[config.mk]
export PLATFORM = sky130hd
export DESIGN_NAME = crc_ref_control
export DESIGN_NICKNAME = d
export VERILOG_FILES = /design/src/shared/crc_pkg.sv /design/src/rtl/crc_ref_control.sv
export SDC_FILE = /design/constraint.sdc
export NUM_CORES = 1
export LEC_CHECK = 0
export BUFFER_PORTS_ARGS = -buffer_cell sky130_fd_sc_hd__buf_4
export CAP_MARGIN = 15
export CORE_UTILIZATION = 35
export DETAILED_ROUTE_END_ITERATION = 10
export PLACE_DENSITY = 0.7
export SYNTH_ARGS = -nofsm -noshare
export SYNTH_HDL_FRONTEND = slang
export SYNTH_SLANG_ARGS = --single-unit
[constraint.sdc]
create_clock -name sys_clk -period 1.6 [get_ports sys_clk]
set_clock_uncertainty 0.05 [all_clocks]
set_input_delay 0.24 -clock sys_clk [delete_from_list [all_inputs] [get_ports sys_clk]]
set_output_delay 0.24 -clock sys_clk [all_outputs]
set_load 0.005 [all_outputs]
[src/shared/crc_pkg.sv]
// Package for the comparator reference control block: offsets, fields, types
package crc_pkg;
  localparam int unsigned ADDR_W = 4;
  // Register byte addresses
  localparam logic [3:0] REF_CONTROL_OFFSET = 4'h0;
  localparam logic [3:0] REF_STATUS_OFFSET = 4'h4;
  // Field positions in ref_control
  localparam int unsigned ENABLE_BIT = 15;
  localparam int unsigned PIN_OE_BIT = 6;
  localparam int unsigned RANGE_BIT = 5;
  localparam int unsigned SOURCE_BIT = 4;
  localparam int unsigned TAP_LSB = 0;
  localparam int unsigned TAP_W = 4;
  localparam logic [31:0] CONTROL_MASK = 32'h0000_807f;
  localparam logic [31:0] CONTROL_RESET = 32'h0000_0000;
  // Ladder scale: low range taps/24, high range 8/32 + taps/32
  localparam int unsigned LOW_DEN = 24;
  localparam int unsigned HIGH_DEN = 32;
  localparam logic [5:0] HIGH_BASE = 6'h08;

  typedef struct packed {
    logic enable;
    logic pin_oe;
    logic range_low;
    logic source_ext;
    logic [TAP_W-1:0] tap;
  } crc_ctrl_t;
endpackage : crc_pkg

[src/rtl/crc_ref_control.sv]
// Comparator reference control register with Avalon-MM slave
//
// Local design decisions: the Avalon-MM slave port and the register addresses.
`timescale 1ns/1ps
`default_nettype none
module crc_ref_control
  import crc_pkg::*;
#(
  // Ladder geometry
  parameter int unsigned TAP_COUNT = 16,
  // Level resolution: a common multiple of both step sizes
  parameter int unsigned LEVEL_STEPS = 96
)
(
  // Clock and reset
  input wire logic sys_clk,
  input wire logic reset,
  // Avalon-MM slave
  input wire logic [ADDR_W-1:0] avs_address,
  input wire logic avs_read,
  input wire logic avs_write,
  input wire logic [31:0] avs_writedata,
  input wire logic [3:0] avs_byteenable,
  output logic [31:0] avs_readdata,
  output logic avs_waitrequest,
  // To the analogue ladder
  output logic ladder_power_on,
  output logic ref_pin_output_enable,
  output logic ref_range_select,
  output logic ref_source_select,
  output logic [TAP_W-1:0] ref_tap_index,
  // Ladder level to comparators, in 1/96 of ladder_supply_span
  output logic [6:0] comparator_reference_level
);

  ////////////////////////////////////////////////////////////////////////////
  // Register map, byte addresses on avs_address:
  //   0x0 ref_control  bit 15 enable, 6 pin connect, 5 low range,
  //                    4 external supply, 3:0 tap index; rest reads zero
  //   0x4 status       read-only level in bits 6:0, writes ignored
  //   others           read zero, writes ignored
  // Each access costs two cycles: one wait state, then the answer.
  // Software must leave one idle cycle after clearing enable; the logic
  // does not guard against an access there.

  ////////////////////////////////////////////////////////////////////////////
  // Derived step sizes and worst-case levels
  localparam int unsigned LOW_STEP = LEVEL_STEPS / LOW_DEN;
  localparam int unsigned HIGH_STEP = LEVEL_STEPS / HIGH_DEN;
  localparam int unsigned LOW_MAX = (TAP_COUNT - 1) * LOW_STEP;
  localparam int unsigned HIGH_MAX = (TAP_COUNT - 1 + int'(HIGH_BASE)) * HIGH_STEP;

  ////////////////////////////////////////////////////////////////////////////
  // Mask of every implemented bit, built from the field positions
  function automatic logic [31:0] implemented_mask();
    logic [31:0] mask;
    mask = 32'h0000_0000;
    mask[ENABLE_BIT] = 1'b1;
    mask[PIN_OE_BIT] = 1'b1;
    mask[RANGE_BIT] = 1'b1;
    mask[SOURCE_BIT] = 1'b1;
    for (int i = 0; i < TAP_W; i++) begin
      mask[TAP_LSB + i] = 1'b1;
    end
    return mask;
  endfunction : implemented_mask

  // Byte lanes not enabled keep their old contents
  function automatic logic [31:0] lane_merge(input logic [31:0] old_word,
                                             input logic [31:0] new_word,
                                             input logic [3:0] lanes);
    logic [31:0] merged;
    merged = old_word;
    for (int b = 0; b < 4; b++) begin
      if (lanes[b]) begin
        merged[b*8 +: 8] = new_word[b*8 +: 8];
      end
    end
    return merged;
  endfunction : lane_merge

  // Low range: tap steps from zero
  function automatic logic [6:0] low_level(input logic [6:0] t);
    return 7'(t * 7'(LOW_STEP));
  endfunction : low_level

  // High range: starts a quarter of the span up
  function automatic logic [6:0] high_level(input logic [6:0] t);
    return 7'((7'(HIGH_BASE) + t) * 7'(HIGH_STEP));
  endfunction : high_level

  // Level in steps of the span; zero-extended tap keeps the product in range
  function automatic logic [6:0] level_of(input logic low,
                                          input logic [TAP_W-1:0] tap);
    logic [6:0] t;
    t = 7'(tap);
    if (low) begin
      level_of = low_level(t);
    end else begin
      level_of = high_level(t);
    end
  endfunction : level_of

  // Field decode from the register image
  function automatic crc_ctrl_t ctrl_of(input logic [31:0] word);
    crc_ctrl_t c;
    c.enable = word[ENABLE_BIT];
    c.pin_oe = word[PIN_OE_BIT];
    c.range_low = word[RANGE_BIT];
    c.source_ext = word[SOURCE_BIT];
    c.tap = word[TAP_LSB +: TAP_W];
    return c;
  endfunction : ctrl_of

  // Read multiplexer; unmapped addresses give zero
  function automatic logic [31:0] read_word(input logic [ADDR_W-1:0] addr,
                                            input logic [31:0] control,
                                            input logic [6:0] level);
    logic [31:0] word;
    unique case (addr)
      REF_CONTROL_OFFSET: word = control & CONTROL_MASK;
      REF_STATUS_OFFSET: word = {25'h0, level};
      default: word = 32'h0000_0000;
    endcase
    return word;
  endfunction : read_word

  ////////////////////////////////////////////////////////////////////////////
  // Elaboration checks: refuse inconsistent settings and those the fixed ports cannot carry
  if (TAP_COUNT != (1 << TAP_W)) begin : g_bad_tap_count
    $error("Tap count must fill the tap field exactly");
  end
  if (LEVEL_STEPS == 0) begin : g_no_steps
    $error("Level resolution must not be zero");
  end
  if ((LEVEL_STEPS % LOW_DEN) != 0 || (LEVEL_STEPS % HIGH_DEN) != 0) begin : g_bad_steps
    $error("Level resolution must divide into both step sizes");
  end
  if (LOW_MAX > 127 || HIGH_MAX > 127) begin : g_bad_level_width
    $error("Highest level does not fit the level output");
  end
  if (4 * int'(HIGH_BASE) != HIGH_DEN) begin : g_bad_base
    $error("High range base must be a quarter of the span");
  end
  if (implemented_mask() != CONTROL_MASK) begin : g_bad_mask
    $error("Field positions disagree with the implemented-bit mask");
  end
  if (ENABLE_BIT > 31 || TAP_LSB + TAP_W > 32) begin : g_bad_fields
    $error("Field positions fall outside the register");
  end
  if (ADDR_W < 3) begin : g_bad_addr
    $error("Address too narrow for the status register");
  end

  ////////////////////////////////////////////////////////////////////////////
  logic [31:0] ref_control_reg;
  logic [31:0] ref_control_next;
  logic read_start;
  logic write_commit;
  crc_ctrl_t ctrl;
  logic ladder_power_next;
  logic pin_enable_next;
  logic range_next;
  logic source_next;
  logic [TAP_W-1:0] tap_next;
  logic [6:0] level_next;

  ////////////////////////////////////////////////////////////////////////////
  // One wait cycle: waitrequest drops on the edge after the request is seen
  // and rises again on the next, so a held request is served at most every second cycle
  always_ff @(posedge sys_clk) begin
    if (reset) begin
      avs_waitrequest <= 1'b1;
    end else begin
      avs_waitrequest <= ~((avs_read | avs_write) & avs_waitrequest);
    end
  end

  // Read data is fetched while waitrequest is still high
  always_comb begin
    read_start = avs_read & avs_waitrequest;
  end

  // Write takes effect at the edge where waitrequest is seen low
  always_comb begin
    write_commit = avs_write & ~avs_waitrequest & (avs_address == REF_CONTROL_OFFSET);
  end

  // Byte lanes merged, unimplemented bits masked off
  always_comb begin
    ref_control_next = lane_merge(ref_control_reg, avs_writedata, avs_byteenable)
                       & CONTROL_MASK;
  end

  always_ff @(posedge sys_clk) begin
    if (reset) begin
      ref_control_reg <= CONTROL_RESET;
    end else if (write_commit) begin
      // Lanes not enabled keep their fields, so enable writes alone touch nothing else
      ref_control_reg <= ref_control_next;
    end
  end

  // Read data registered one edge early so it stands when waitrequest is low
  always_ff @(posedge sys_clk) begin
    if (reset) begin
      avs_readdata <= 32'h0000_0000;
    end else if (read_start) begin
      avs_readdata <= read_word(avs_address, ref_control_reg, comparator_reference_level);
    end
  end

  always_comb begin
    ctrl = ctrl_of(ref_control_reg);
  end

  ////////////////////////////////////////////////////////////////////////////
  // Next ladder settings from the current register image
  always_comb begin
    ladder_power_next = ctrl.enable;
    // Pin only connected while the ladder runs; a dead ladder has no level
    pin_enable_next = ctrl.pin_oe & ctrl.enable;
    range_next = ctrl.range_low;
    source_next = ctrl.source_ext;
    tap_next = ctrl.tap;
    // Comparators see the level whether or not the pin is connected
    level_next = ctrl.enable ? level_of(ctrl.range_low, ctrl.tap) : 7'h00;
  end

  ////////////////////////////////////////////////////////////////////////////
  // Ladder outputs, one edge behind the register and static between writes

  // Power-down removes ladder current while the enable bit is clear
  always_ff @(posedge sys_clk) begin
    if (reset) begin
      ladder_power_on <= 1'b0;
    end else begin
      ladder_power_on <= ladder_power_next;
    end
  end

  always_ff @(posedge sys_clk) begin
    if (reset) begin
      ref_pin_output_enable <= 1'b0;
    end else begin
      ref_pin_output_enable <= pin_enable_next;
    end
  end

  // 1 picks the low range
  always_ff @(posedge sys_clk) begin
    if (reset) begin
      ref_range_select <= 1'b0;
    end else begin
      ref_range_select <= range_next;
    end
  end

  // 1 feeds the ladder from the external reference pins
  always_ff @(posedge sys_clk) begin
    if (reset) begin
      ref_source_select <= 1'b0;
    end else begin
      ref_source_select <= source_next;
    end
  end

  always_ff @(posedge sys_clk) begin
    if (reset) begin
      ref_tap_index <= 4'h0;
    end else begin
      ref_tap_index <= tap_next;
    end
  end

  // Zero while disabled, so comparators never see a stale level
  always_ff @(posedge sys_clk) begin
    if (reset) begin
      comparator_reference_level <= 7'h00;
    end else begin
      comparator_reference_level <= level_next;
    end
  end

endmodule : crc_ref_control
`default_nettype wire

==> run metrics, run 1 <==
die span in y 67.2 um; status finished with violations; achievable clock frequency roughly 600 MHz; Antenna Diode Count 0; number of distinct library cell variants in the gate-level netlist after synthesis 27; first drt pass iteration count 5; first element of the critical path ref_control_reg[1]$_SDFFE_PP0P_; share of the yosys chip area belonging to registers 0.431; endpoints failing setup 2; floorplan die area about 4500 um^2; minimum setup slack in the final design -0.0747 ns; relative area change from synthesis to final layout 31.5%; Critical Path Sink comparator_reference_level[5]$_SDFF_PP0_; x dimension of the die between 60 and 70 um; Critical Path Sink Type flop; maximum buffer depth of the clock tree 2; layout cell share with drive strength beyond 1 0.371; most frequent cells in the layout sky130_fd_sc_hd__buf_4 (48), sky130_fd_sc_hd__dfxtp_1 (30), sky130_fd_sc_hd__conb_1 (24); Post-DRT Antenna Nets 0; io pins 92; H-tree levels 2; initial antenna violation count 0; yosys synthesis warning count 0; violated checks negative setup slack; largest net degree at the start of global routing 17; per-cell via count in the routed design between 4 and 5; worst path required time approximately 1.8 ns; Skew-Pair Late Insertion Delay around 0.28 ns; sum of overflow across all layers after global routing 0; Max FO, Critical Path 4; HPWL reported at the end of detailed placement between 2000 and 2500 um; Pleak around 0.92 nW; total wire length approximately 2600 um; internal reg-to-reg setup slack -0.07 ns; clock transition time at the flip-flop clock pins of the worst setup and hold paths roughly 0.07 ns; number of buffers created by CTS 5; post-detailed-route wirelength per cell roughly 11 um; RR Startpoint ref_control_reg[1]$_SDFFE_PP0P_; most frequent standard cell in the layout excluding fill and tap cells sky130_fd_sc_hd__buf_4; number of global-route vias before repair between 900 and 1,000; flip-flop and latch count after synthesis 32; DRC viols 0; worst voltage drop across the vdd grid 0.000517 V; total non-filler cell area in the finished layout roughly 2000 um^2; Final Max Tran Viols 0; class of the most critical setup path flop to flop; Post-Synthesis Mean Instance Area ~10 um^2; post-placement cell area 1800 um^2; all-layer global routing usage 0.128; cell area after technology mapping 1490 um^2; Critical Path Start Type flop; total power divided by cell area ~910 nW/um^2; setup repair after global routing missed its margin true; Worst Setup Slack post-DPL -0.0748 ns; effective utilization at floorplan 0.369; count of buffers inserted at the top-level ports approximately 40; capture instance of the worst register-to-register path comparator_reference_level[5]$_SDFF_PP0_; total of max-cap violations 0; vias about 1,000; clock tree from TritonCTS built; row count 23; wire length of the first global-routing pass 4160 um; weighted congestion reported at the end of routability-driven placement between 0.7 and 0.8; hold violation count in the final report 0; number of design-rule violations left by the first detailed-router iteration 32; Period Utilization, post-route 1.05; data arrival time at the worst-slack endpoint about 1.9 ns; root buffer cell sky130_fd_sc_hd__clkbuf_8; post-synthesis instance total 147; depth of the worst register-to-register path 6; CTS sink count 32; type of the most critical hold path input port to flop; minimum clock period about 1.7 ns; area of the core between 4000 and 5000 um^2; number of nets in the final layout roughly 250
where the power goes:
group / total (mW) / internal, mW / switching (mW)
sequential: 0.815 / 0.808 / 0.00745
combinational: 0.129 / 0.0653 / 0.0633
clock: 0.841 / 0.549 / 0.292
critical path, stage by stage (launching register included):
cell	delay, ns
sky130_fd_sc_hd__dfxtp_4	0.38
sky130_fd_sc_hd__ha_4	0.13
sky130_fd_sc_hd__fa_2	0.18
sky130_fd_sc_hd__inv_2	0.04
sky130_fd_sc_hd__fa_2	0.34
sky130_fd_sc_hd__or3_4	0.39
sky130_fd_sc_hd__a21oi_2	0.11
logic make-up after synthesis:
kind of cell             count (synthesis)  synth area share
AO/OA/AOI/OAI                           15            0.0681
adder cells (fa/ha/maj)                  5            0.0521
buffers and inverters                   35             0.161
flip-flops                              32             0.431
multiplexers                            16             0.128
other                                    1           0.00252
AND/OR/NAND/NOR                         43             0.158
area by class of cell:
class                   instances  area [um^2]
clock inverters                 1         30.0
inverters                       5         18.8
multi-input cells             103          723
flip-flops and latches         32          646
repair buffers                 49          380
well taps                      50         62.6
clock buffers                   7         96.3
fillers                       398         2070
metrics by stage:
stage | power (mW) | std cells | setup TNS (ns) | utilization | hold WS (ns)
floorplan | 0.945 | 170 | -0.0175 | - | 0.273
global placement | 0.963 | 238 | -0.104 | 0.448 | 0.397
detailed placement | 0.964 | 238 | -0.130 | 0.448 | 0.405
CTS | 1.80 | 246 | -0.157 | 0.480 | 0.111
global route | 1.86 | 247 | -0.282 | 0.486 | 0.109
finish | 1.79 | 247 | -0.135 | 0.486 | 0.121
what timing repair did:
item                       4_1_cts  5_1_grt
hold buffers                     0        0
pin swaps                        2        4
hold endpoints to repair         0        0
gates resized for setup          3        4
setup endpoints to repair        2        2
buffers inserted                 0        1
routing by layer:
metal  GRT usage  part of all wire
met2       0.188              0.44
met5           0                 0
met3      0.0557             0.074
met4      0.0638             0.015
met1       0.160              0.47
Yosys cell counts, drive strengths merged:
cell type	instances	area (um^2)
o311ai	1	8.76
o31ai	1	7.51
ha	3	37.5
buf	28	213
nor4	1	21.3
nand2b	2	12.5
a21oi	4	20.0
conb	1	3.75
dfxtp	32	641
o211ai	1	7.51
or3	1	6.26
mux2i	10	100
a211oi	7	52.6
inv	5	18.8
nand3	3	15.0
mux2	6	90.1
nand4	1	6.26
clkbuf	2	7.51
and3	3	18.8
and2	3	18.8
fa	2	40.0
nor2b	11	68.8
nand2	5	18.8
o21ai	1	5.00
nor2	13	48.8
worst min-delay path by stage:
stage,slack (ns),endpoint,cells after the start,start
after floorplan,0.27,ref_range_select$_SDFF_PP0_,1,reset
after global placement,0.40,avs_waitrequest$_SDFF_PP1_,1,avs_waitrequest$_SDFF_PP1_
after detailed placement,0.40,avs_waitrequest$_SDFF_PP1_,1,avs_waitrequest$_SDFF_PP1_
after CTS,0.11,avs_waitrequest$_SDFF_PP1_,2,avs_read
after global routing,0.11,avs_waitrequest$_SDFF_PP1_,2,avs_read
final,0.12,avs_waitrequest$_SDFF_PP1_,2,avs_write
Note: power is estimated with default switching activity, not from simulation.
==> inputs of run 2 (changes only) <==
--- a/config.mk
+++ b/config.mk
@@ -10,6 +10,7 @@
 export CORE_UTILIZATION = 35
 export DETAILED_ROUTE_END_ITERATION = 10
 export PLACE_DENSITY = 0.7
+export REMOVE_ABC_BUFFERS = 1
 export SYNTH_ARGS = -nofsm -noshare
 export SYNTH_HDL_FRONTEND = slang
 export SYNTH_SLANG_ARGS = --single-unit
==> run metrics, run 2 (same netlist as run 1, synthesis figures left out) <==
number of design-rule violations left by the first detailed-router iteration 36 (was 32); class of the most critical setup path flop to flop (unchanged); portion of total power attributed to the clock network 0.398 (was 0.471); Critical Path Start Type flop (unchanged); total of max-cap violations 0 (unchanged); data arrival time at the worst-slack endpoint 1.82 ns (was 1.85 ns); minimum clock period 1.65 ns (was 1.67 ns); number of buffers inserted by hold repair at cts 0 (unchanged); crit-path cells ha_4, fa_2, inv_2, fa_2, nor2_1, a21oi_1, nor2_1 (was ha_4, fa_2, inv_2, fa_2, or3_4, a21oi_2); clock transition time at the flip-flop clock pins of the worst setup and hold paths 0.06 ns (was 0.07 ns); number of global-route vias before repair 915 (was 953); vias 1,021 (was 1,041); achievable clock frequency 606 MHz (was 597 MHz); root buffer cell sky130_fd_sc_hd__clkbuf_8 (unchanged); area of the core 4030 um^2 (unchanged); total non-filler cell area in the finished layout 1910 um^2 (was 1960 um^2); post-detailed-route wirelength per cell 10.2 um (was 10.6 um); CTS sink count 32 (unchanged); per-cell via count in the routed design 4.13 (was 4.21); Pleak 0.896 nW (was 0.917 nW); number of placed instances, taps included 238 (unchanged); largest stage delay on the critical path 0.41 ns (was 0.39 ns); number of buffers and inverters on the critical path 1 (unchanged); most frequent cells in the layout sky130_fd_sc_hd__buf_4 (47), sky130_fd_sc_hd__dfxtp_1 (30), sky130_fd_sc_hd__conb_1 (24) (was sky130_fd_sc_hd__buf_4 (48), sky130_fd_sc_hd__dfxtp_1 (30), sky130_fd_sc_hd__conb_1 (24)); Slowest cell on crit path sky130_fd_sc_hd__fa_2 (was sky130_fd_sc_hd__or3_4); worst path required time 1.77 ns (about the same); layout cell share with drive strength beyond 1 0.345 (was 0.371); number of nets in the final layout 245 (unchanged); wire length of the first global-routing pass 4040 um (was 4160 um); H-tree levels 2 (unchanged); Skew-Pair Late Insertion Delay 0.28 ns (about the same); proportion of power drawn by flip-flops and latches 0.519 (was 0.457); DRC viols 0 (unchanged); endpoints failing setup 1 (was 2); sum of overflow across all layers after global routing 0 (unchanged); count of buffers inserted at the top-level ports 41 (unchanged); design internal power 1.22 mW (was 1.42 mW); Period Utilization, post-route 1.03 (was 1.05); row count 23 (unchanged); minimum setup slack in the final design -0.0494 ns (was -0.0747 ns); effective utilization at floorplan 0.369 (unchanged); setup repair after global routing missed its margin true (unchanged); hold violation count in the final report 0 (unchanged); post-placement cell area 1790 um^2 (was 1800 um^2); floorplan die area 4520 um^2 (unchanged); total wire length 2530 um (was 2610 um); status finished with violations (unchanged); first drt pass iteration count 4 (was 5); die span in y 67.2 um (unchanged); weighted congestion reported at the end of routability-driven placement 0.785 (was 0.762); Max FO, Critical Path 3 (was 4); x dimension of the die 67.2 um (unchanged); Post-DRT Antenna Nets 0 (unchanged); total power divided by cell area 821 nW/um^2 (was 912 nW/um^2); maximum buffer depth of the clock tree 2 (unchanged); number of standard cells in the layout, taps in and fillers out 247 (unchanged); net switching share of the total power 0.221 (was 0.203); Antenna Diode Count 0 (unchanged); number of buffers created by CTS 5 (unchanged); HPWL reported at the end of detailed placement 1940 um (was 2020 um); largest net degree at the start of global routing 17 (unchanged); initial antenna violation count 0 (unchanged); worst voltage drop across the vdd grid 0.000255 V (was 0.000517 V); combinational cell fraction of total power 0.083 (was 0.072); critical path's top delay family adder cells (unchanged); most frequent standard cell in the layout excluding fill and tap cells sky130_fd_sc_hd__buf_4 (unchanged); Switch Pwr 0.346 mW (was 0.363 mW); all-layer global routing usage 0.127 (was 0.128); Critical Path Sink Type flop (unchanged); relative area change from synthesis to final layout 28.6% (was 31.5%); io pins 92 (unchanged); Final Max Tran Viols 0 (unchanged); violated checks negative setup slack (unchanged); clock tree from TritonCTS built (unchanged); type of the most critical hold path input port to flop (unchanged)
[run 2: cell count changes in the layout (fill, tap and decap cells not counted)]
cell,change
sky130_fd_sc_hd__bufinv_16,-1
sky130_fd_sc_hd__buf_4,-1
sky130_fd_sc_hd__nor2_1,+1
sky130_fd_sc_hd__or3_4,-1
sky130_fd_sc_hd__clkbuf_1,+2
sky130_fd_sc_hd__clkbuf_8,-1
sky130_fd_sc_hd__buf_6,+1
sky130_fd_sc_hd__a21oi_2,-1
sky130_fd_sc_hd__or3_1,+1
sky130_fd_sc_hd__a21oi_1,+1
sky130_fd_sc_hd__nor2_2,-1
[run 2: cell type report]
cell class	instances	area, um^2
Clock buffer	8	90.1
Multi-Input combinational cell	103	712
Timing Repair Buffer	49	384
Tap cell	50	62.6
Sequential cell	32	646
Inverter	5	18.8
Fill cell	408	2120
[run 2: power groups by stage]
stage	Combinational [mW]	Sequential (mW)	Clock, mW
2_1_floorplan	0.0543	0.835	0
3_3_place_gp	0.130	0.834	0
3_5_place_dp	0.130	0.835	0
4_1_cts	0.131	0.816	0.645
5_1_grt	0.148	0.816	0.677
6_report	0.130	0.816	0.626
[run 2: what timing repair did]
action	CTS	global route
endpoints found under the setup margin	2	2
hold endpoints to repair	0	0
resized for setup	9	0
cloned	0	0
pin swaps	0	1
buffers inserted	1	0
[run 2: stage by stage]
step	worst slack (ns)	utilization	setup TNS (ns)	hold WS (ns)	power, mW
floorplan	-0.0964	-	-0.172	0.259	0.890
finish	-0.0494	0.475	-0.0494	0.116	1.57
global route	-0.131	0.475	-0.191	0.125	1.64
detailed placement	-0.123	0.444	-0.234	0.408	0.965
CTS	-0.0571	0.475	-0.0742	0.111	1.59
global placement	-0.0832	0.444	-0.166	0.400	0.964
[run 2: worst paths after layout]
check	from	end	cells past startpoint	slack [ns]
worst min-delay path	avs_read	avs_waitrequest$_SDFF_PP1_	2	0.12
worst max-delay path	ref_control_reg[1]$_SDFFE_PP0P_	comparator_reference_level[3]$_SDFF_PP0_	7	-0.05
worst max register to register	ref_control_reg[1]$_SDFFE_PP0P_	comparator_reference_level[3]$_SDFF_PP0_	7	-0.05
worst min register to register	avs_waitrequest$_SDFF_PP1_	avs_waitrequest$_SDFF_PP1_	1	0.42
[run 2: per-layer routing]
metal | GRT usage | up-vias | wire (um)
li1 | - | 540 | -
met1 | 0.142 | 439 | 1070
met2 | 0.200 | 38 | 1200
met3 | 0.0456 | 4 | 176
met4 | 0.0878 | 0 | 74
met5 | 0 | - | 0
